**config.mk**
```make
export PLATFORM = sky130hd
export DESIGN_NAME = coordinated_run_break_sync
export DESIGN_NICKNAME = d
export VERILOG_FILES = /design/src/logic/crbs_pkg.sv /design/src/logic/coordinated_run_break_sync.sv
export VERILOG_INCLUDE_DIRS = /design/src /design/src/logic
export SDC_FILE = /design/constraint.sdc
export NUM_CORES = 1
export LEC_CHECK = 0
export BUFFER_PORTS_ARGS = -buffer_cell sky130_fd_sc_hd__buf_2
export CAP_MARGIN = 0
export CORE_AREA = 4 4 41 43
export CTS_CLUSTER_SIZE = 10
export DETAILED_ROUTE_END_ITERATION = 10
export DIE_AREA = 0 0 45 47
export PLACE_DENSITY = 0.62
export SLEW_MARGIN = 0
export SYNTH_ARGS = -nofsm -noshare
export SYNTH_HDL_FRONTEND = slang
export SYNTH_SLANG_ARGS = --single-unit
```
**constraint.sdc**
```tcl
create_clock -name clk -period 1.77 [get_ports clk]
set_input_delay 0.354 -clock clk [delete_from_list [all_inputs] [get_ports clk]]
set_output_delay 0.354 -clock clk [all_outputs]
set_load 0.05 [all_outputs]
```
**src/logic/crbs_consts.svh**
```systemverilog
`ifndef CRBS_CONSTS_SVH
`define CRBS_CONSTS_SVH
// ready line levels on the shared wired-and net
`define CRBS_READY_TRUE  1'b1
`define CRBS_READY_FALSE 1'b0
// status codes reported to the query port
`define CRBS_ST_MONITOR  2'h0
`define CRBS_ST_WAIT     2'h1
`define CRBS_ST_RUN      2'h2
`endif

```
**src/logic/crbs_pkg.sv**
```systemverilog
package crbs_pkg;
   // run-control state of one unit
   typedef enum logic [1:0] {
      CRBS_MONITOR,
      CRBS_WAIT,
      CRBS_RUN
   } crbs_state_t;

   // local requests from the unit's own command layer
   typedef struct packed {
      logic runReq;
      logic breakReq;
      logic resetReq;
      logic execReq;
   } crbs_req_t;

   // status bundle shown by the emulation status query
   typedef struct packed {
      logic [1:0] code;
      logic       running;
      logic       waitReady;
      logic       inMonitor;
   } crbs_status_t;
endpackage : crbs_pkg

```
**src/logic/coordinated_run_break_sync.sv**
```systemverilog
`timescale 1ns/1ps
`include "crbs_consts.svh"

// How it works
// - without participation enable the unit ignores the bus inputs and releases ready, but still drives execute requests
// - run request while ready is low waits and reports waiting-for-ready
// - when the last stopped unit releases ready all participants run together
// - a break on any participant stops it, and every other participant one cycle later
// - the breaking unit sits in monitor, all others in wait
// - run on the monitor unit releases ready and restarts everyone
// - running unit enabled while ready is low breaks to monitor, waits to resume
// - unit held by ready starts as soon as the holding peer runs
// - running unit enabled while ready is high keeps running
// - break on a non-participant leaves participating peers running
// - monitor unit that becomes a participant pulls ready low
// - participant drives ready low on break or reset until ready to run
// - non-participant releases ready (never pulls it) and ignores execute
module coordinated_run_break_sync
   import crbs_pkg::*;
(
   input  wire logic         clk,
   input  wire logic         rst_b,
   input  wire logic         cmbEnable,
   input  wire crbs_req_t    req,
   input  wire logic         readyIn,
   output logic              readyOut,
   output logic              readyOe,
   input  wire logic         executeIn,
   output logic              executeOut,
   output logic              executeOe,
   output logic              userRun,
   output crbs_status_t      emulation_status_query
);

   ////////////////////////////////////////////////////////////////////////////
   // how the shared lines are used
   //
   // the ready net is wired-and: every attached unit may pull it low, and
   // it only reads true when nobody pulls. a participating unit pulls it
   // while it sits unarmed in its monitor, so a run request on any one unit cannot
   // start the group until every stopped participant has been asked to run.
   //
   // a running participant that sees ready low drops to the wait state and
   // leaves the net alone; it resumes on its own once ready returns, which
   // is how a break on one unit stops the others and a run restarts them.
   //
   // a unit that joins while running and finds ready low goes to monitor
   // but does not pull: it is armed to resume, and starts as soon as the
   // peer that holds ready low begins to run. pulling here would deadlock
   // the group, since this unit would then hold ready low itself.
   //
   // the execute net is an active-high pulse; in monitor it acts like a
   // local run request. a non-participant ignores both nets as inputs, yet still pulses execute on request.
   //
   // hazard: ready and execute are sampled directly on the clock, so the
   // bus side must present them synchronous to clk.

   ////////////////////////////////////////////////////////////////////////////
   // state registers
   crbs_state_t  state_ff;
   crbs_state_t  nxt_state;
   logic         pullLow_ff;
   logic         nxt_pullLow;
   logic         execOe_ff;
   logic         nxt_execOe;
   logic         userRun_ff;
   logic         nxt_userRun;
   crbs_status_t status_ff;
   crbs_status_t nxt_status;
   logic         enPrev_ff;                                // enable seen last cycle
   logic         nxt_enPrev;
   logic         resume_ff;                                // monitor armed to resume
   logic         nxt_resume;
   logic         enRise;                                   // participation just enabled

   ////////////////////////////////////////////////////////////////////////////
   // run-control next state
   always_comb begin
      nxt_state   = state_ff;
      nxt_pullLow = pullLow_ff;
      nxt_resume  = resume_ff;
      nxt_enPrev  = cmbEnable;
      nxt_execOe  = req.execReq;                           // one-cycle execute pulse
      enRise      = cmbEnable && !enPrev_ff;
      if (req.resetReq) begin
         nxt_state   = CRBS_MONITOR;
         nxt_pullLow = cmbEnable;
         nxt_resume  = 1'b0;
      end else if (!cmbEnable) begin
         // standalone: bus and execute ignored
         nxt_pullLow = 1'b0;
         nxt_resume  = 1'b0;
         if (req.breakReq) begin
            nxt_state = CRBS_MONITOR;
         end else if (req.runReq && state_ff != CRBS_RUN) begin
            nxt_state = CRBS_RUN;
         end else if (state_ff == CRBS_WAIT) begin
            nxt_state = CRBS_MONITOR;
         end
      end else begin
         unique case (state_ff)
            CRBS_RUN: begin
               if (req.breakReq) begin
                  nxt_state   = CRBS_MONITOR;
                  nxt_pullLow = 1'b1;
               end else if (readyIn == `CRBS_READY_FALSE) begin
                  if (enRise) begin
                     // just joined a stopped group: monitor, armed, not pulling
                     nxt_state   = CRBS_MONITOR;
                     nxt_pullLow = 1'b0;
                     nxt_resume  = 1'b1;
                  end else begin
                     // peer break or newly enabled monitor peer pulling ready low
                     nxt_state   = CRBS_WAIT;
                  end
               end                                         // ready high keeps running
            end
            CRBS_MONITOR: begin
               if (req.breakReq) begin
                  // break outranks run and cancels any armed resume
                  nxt_pullLow = 1'b1;
                  nxt_resume  = 1'b0;
               end else if (req.runReq || executeIn) begin
                  nxt_pullLow = 1'b0;
                  nxt_state   = CRBS_WAIT;
                  nxt_resume  = 1'b0;
               end else if (resume_ff) begin
                  // armed: leave ready alone, start once the holder runs
                  nxt_pullLow = 1'b0;
                  if (readyIn == `CRBS_READY_TRUE) begin
                     nxt_state  = CRBS_RUN;
                     nxt_resume = 1'b0;
                  end
               end else begin
                  nxt_pullLow = 1'b1;
               end
            end
            CRBS_WAIT: begin
               if (req.breakReq) begin
                  nxt_state   = CRBS_MONITOR;
                  nxt_pullLow = 1'b1;
               end else if (!pullLow_ff && readyIn == `CRBS_READY_TRUE) begin
                  nxt_state = CRBS_RUN;
               end
            end
         endcase
      end
   end

   // registers for state, ready drive and execute drive
   always_ff @(posedge clk or negedge rst_b) begin
      if (!rst_b) begin
         state_ff   <= CRBS_MONITOR;
         pullLow_ff <= 1'b0;
         execOe_ff  <= 1'b0;
         enPrev_ff  <= 1'b0;
         resume_ff  <= 1'b0;
      end else begin
         state_ff   <= nxt_state;
         pullLow_ff <= nxt_pullLow;
         execOe_ff  <= nxt_execOe;
         enPrev_ff  <= nxt_enPrev;
         resume_ff  <= nxt_resume;
      end
   end

   ////////////////////////////////////////////////////////////////////////////
   // status and user-run outputs
   always_comb begin
      nxt_userRun          = (nxt_state == CRBS_RUN);
      nxt_status.running   = (nxt_state == CRBS_RUN);
      nxt_status.waitReady = (nxt_state == CRBS_WAIT);
      nxt_status.inMonitor = (nxt_state == CRBS_MONITOR);
      unique case (nxt_state)
         CRBS_RUN:  nxt_status.code = `CRBS_ST_RUN;
         CRBS_WAIT: nxt_status.code = `CRBS_ST_WAIT;
         default:   nxt_status.code = `CRBS_ST_MONITOR;
      endcase
   end

   // registers for status outputs
   always_ff @(posedge clk or negedge rst_b) begin
      if (!rst_b) begin
         userRun_ff <= 1'b0;
         status_ff  <= '{code: `CRBS_ST_MONITOR, running: 1'b0, waitReady: 1'b0,
                         inMonitor: 1'b1};
      end else begin
         userRun_ff <= nxt_userRun;
         status_ff  <= nxt_status;
      end
   end

   ////////////////////////////////////////////////////////////////////////////
   // open-drain pins: ready level always low, execute level always high, enable drives the net.
   // the data levels are fixed, so only the enables ever move; the ready
   // enable comes from its own register and never glitches between
   // edges, which matters because every peer samples the same net.
   // the execute enable is high for exactly one cycle per request, and
   // a unit sees its own pulse on the net like any peer does.
   assign readyOut               = `CRBS_READY_FALSE;
   assign readyOe                = pullLow_ff;
   assign executeOut             = 1'b1;
   assign executeOe              = execOe_ff;
   assign userRun                = userRun_ff;
   assign emulation_status_query = status_ff;

endmodule : coordinated_run_break_sync

```
---- Yosys cells after proc, flatten, opt, wreduce, memory -nomap -nowiden ----
Cells that the tools add are included.
storage, ports and cells
  logic and storage cells ................. 67
  flip-flop bits (word level) ............. 11
  output and inout bits ................... 10
cells by class
  eq/ne operators ......................... 12
  mux-type cells .......................... 36
  reduce and logical (&&, ||, !) cells .... 10
operators by type and width
  operator                                                               count
  2-bit two-way mux                                                      13
  1-bit two-way mux                                                      19
  4-bit != test, second input constant                                   4
  5-bit != test, second input constant                                   2
  2-bit case mux with 3 select lines                                     1
  2-bit by 1-bit equality test with 1-bit output, second input constant  2
  2-bit equality test, second input constant                             2
  2-bit zero test                                                        2
  4-bit by 1-bit != test with 1-bit output, second input constant        1
  2-bit case mux with 2 select lines                                     1
  4-bit AND reduction                                                    1
  1-bit logical AND                                                      3
  1-bit case mux with 3 select lines                                     1
  3-bit AND reduction                                                    1
  1-bit zero test                                                        2
  2-bit != test, second input constant                                   1
  1-bit case mux with 2 select lines                                     1
  1-bit logical OR                                                       1

---- Depth between registers and ports, before layout ----
  word-level depth ........................ 10
  depth in mapped cells ................... 5

---- Worst setup path after synthesis ----
No wires, ideal clock.
  kind .................................... register to register
  from .................................... register pullLow_ff, in the netlist readyOe
  to ...................................... register status_ff, in the netlist emulation_status_query[2]
  setup slack ............................. 298 ps
  clock period less this slack ............ 1472 ps
  stages on the path, launching flop included .. 5
  library setup time ...................... 128 ps
  arrival time ............................ 1344 ps
  path buffers ............................ 0
  cells stage by stage .................... dfrtp_1 inv_1 a2111oi_0 nor3_1 nor2b_1
RTL lines
  item                      RTL line                           RTL
  start: declaration        coordinated_run_break_sync.sv:62   logic pullLow_ff;
  start signal: assignment  coordinated_run_break_sync.sv:160  pullLow_ff <= nxt_pullLow;
  end signal: assignment    coordinated_run_break_sync.sv:185  status_ff <= '{code: `CRBS_ST_MONITOR, running: 1'b0, waitReady: 1'b0,
  end signal: assignment    coordinated_run_break_sync.sv:189  status_ff <= nxt_status;
  end: declaration          coordinated_run_break_sync.sv:68   crbs_status_t status_ff;

==> impl_metrics.yaml <==
outcome:
  outcome: "finished clean"
cts:
  cts.root.buffer_cell: "clkbuf_4"
  cts_tree: "done"
  post_cts_buffers: 0
  clock_path_buffers: 2
  cts_max_level: 1
  numCtsBuffers: 3
  clk_pin_slew_ns: 0.06
  clock_latency_ns: 0.26
  cts.sinks: 9
layout:
  final_util_pct: 43.94
  fin_nets: 73
  area_delta_synth_final_pct: 15.11
  antenna_cells: 0
  stdcell_count: 78
  drive_gt1_share_pct: 41.27
  final_area_um2: 571.8
timing:
  fin_skew_ns: 0.005283
  fin_crit_ns: 1.479
  max_freq_mhz: 676.3
  finalHoldViolCount: 0
  fin_setup_tns_ns: 0
  setup_viol: 0
  rsz0062_at_grt: "false"
  fin_ws_ns: 0.2914
  period_share_pct: 83.53
  maxSlewViolCount: 0
  hold_slack_ns: 0.2041
critical_path:
  crit_chain: "or4_4 -> o211ai_2 -> a211oi_2 -> nor2b_1"
  start_kind: "register"
  required_ns: 1.90
  crit_path_top_delay_cell: "or4_4"
  crit_type: "reg -> reg"
  cp-end-kind: "register"
  path_max_fanout: 8
  cp_data_arrival_time_ns: 1.60
  crit_family: "simple AND/OR/NAND/NOR gates"
  crit_buf_inv: 0
  critical_path.max_stage_delay_ns: 0.57
global_route:
  grt_pass1_vias: 346
  grt.overflow.total: 0
  grt_max_degree: 12
  grt_usage_pct: 9.672
  grt_pass1_wl_um: 1421
  antenna_found_initial: 0
job:
  cap_violations: 0
drt:
  drc_errors: 0
  drtAntennaViolNets: 0
  wl_per_cell_um: 11.58
  vias_per_cell: 4.962
  drt_wl_total_um: 903
  drt-initial-drc-count: 21
  vias: 387
  firstDrtPassIters: 4
synth:
  synth_ff_type: "dfrtp_1"
  yosysSeqAreaShare_pct: 45.59
  syn_nets: 58
  yosys_warnings: 0
  synth_adder_area_share_pct: 0
  async_reset_ff_share_pct: 100.0
  postSynthAreaPerCell_um2: 10.14
  synth.cell_area_um2: 496.7
  ys_ff_latch: 9
  synth.distinct_cells: 23
  syn-instance-count: 49
  synth-edff-count: 0
  muxShareOfSynthArea_pct: 4.282
  synth_top_family_by_area: "simple AND/OR/NAND/NOR gates"
  synth_compound_area_share_pct: 13.60
  synthSimpleGateAreaFrac_pct: 21.41
  synthXorXnorAreaFrac_pct: 0
floorplanning:
  initial_core_util_pct: 38.17
  dieArea_um2: 2115
  die_y_um: 47
  dieWidth_um: 45
  io_pins: 19
  core_um2: 1301
  num_rows: 13
placement:
  post_dp_cell_area_um2: 535.5
  routabilityCongestion: 0.8697
  hpwl_um: 688.4
  portBuffers: 16
  place_ws_ns: 0.2990
  place_inst: 73
pwr:
  finalPower_mw: 0.4801
  leakage_nw: 0.2765
  peakVddDrop_v: 0.0004218
  pwr_density_cell_nw_per_um2: 839.6
min_path:
  hp-class: "in -> reg"
==> what timing repair did <==
| item | in CTS | in global routing |
|---|---|---|
| resized for setup | 0 | 0 |
| hold buffers | 1 | 0 |
| endpoints found under the hold margin | 8 | 0 |
==> flip-flops by register name (all words and copies together), names as in the netlist <==
register	count
executeOe	1
enPrev_ff	1
readyOe	1
resume_ff	1
emulation_status_query	3
state_ff	2
==> worst reg2reg max path: cells and delay by family (launching register included) <==
family | cells | cell delay (ns)
AO/OA/AOI/OAI | 2 | 0.17
flip-flops | 1 | 0.47
AND/OR/NAND/NOR | 2 | 0.71
==> power by group <==
part / switching (mW) / internal, mW
combinational: 0.0701 / 0.0277
clock: 0.0695 / 0.0867
sequential: 0.00928 / 0.217
==> synthesized netlist by cell type (all sizes together), types with 2 or more instances <==
library cell | instances | area, µm²
inv | 2 | 7.510
a21oi | 2 | 10.01
nor3 | 3 | 15.01
conb | 2 | 7.510
o21ai | 3 | 15.01
nor2 | 7 | 26.28
nor2b | 2 | 12.51
buf | 7 | 60.06
dfrtp | 8 | 200.2
==> area by class of cell <==
cell class | count | area, µm²
Clock buffer | 4 | 26.28
Fill cell | 128 | 729.5
Inverter | 2 | 7.507
Multi-Input combinational cell | 31 | 202.7
Sequential cell | 9 | 226.5
Tap cell | 15 | 18.77
Timing Repair Buffer | 17 | 90.09
==> final timing paths <==
path / startpoint / to / slack, ns / cells after the start
setup / recovery: state_ff[0]$_DFF_PN0_ / emulation_status_query[1]$_DFF_PN0_ / 0.29 / 4
hold / removal: req[0] / executeOe$_DFF_PN0_ / 0.20 / 1
setup reg to reg: state_ff[0]$_DFF_PN0_ / emulation_status_query[1]$_DFF_PN0_ / 0.29 / 4
hold reg to reg: readyOe$_DFFE_PN0P_ / readyOe$_DFFE_PN0P_ / 0.57 / 2
max in group asynchronous: rst_b / emulation_status_query[0]$_DFF_PN1_ / 1.05 / 2
min in group asynchronous: rst_b / enPrev_ff$_DFF_PN0_ / 0.47 / 2
==> cell families after synthesis <==
logic type,after synthesis
muxes,2
and+or+nand+nor,18
other,2
DFF,9
buffers and inverters,9
AOI/OAI and AO/OA,9
==> per-layer routing <==
metal | up-vias | share of wire (%) | GRT usage, %
met5 | - | 0 | 0
met4 | 0 | 0 | 7.018
met3 | 0 | 8.5 | 3.831
met2 | 15 | 47 | 12.71
met1 | 179 | 45 | 12.71
li1 | 193 | - | -
==> cell usage in the layout, fill, tap and decap left out <==
cell type      instances
nand2_1                1
o211ai_2               1
and3b_2                1
a21oi_1                2
nor2b_1                2
nor4_1                 1
nor4b_2                1
a311oi_1               1
nor2_1                 7
a2111oi_0              1
or3_1                  1
o21ai_0                3
clkbuf_1               1
nor3_1                 3
conb_1                 2
mux2i_1                1
clkbuf_4               3
dfrtp_1                8
inv_1                  2
dlygate4sd3_1          1
dfstp_2                1
or4_4                  1
a211oi_2               1
mux2_2                 1
buf_2                 16
(Power assumes the default switching activity.)
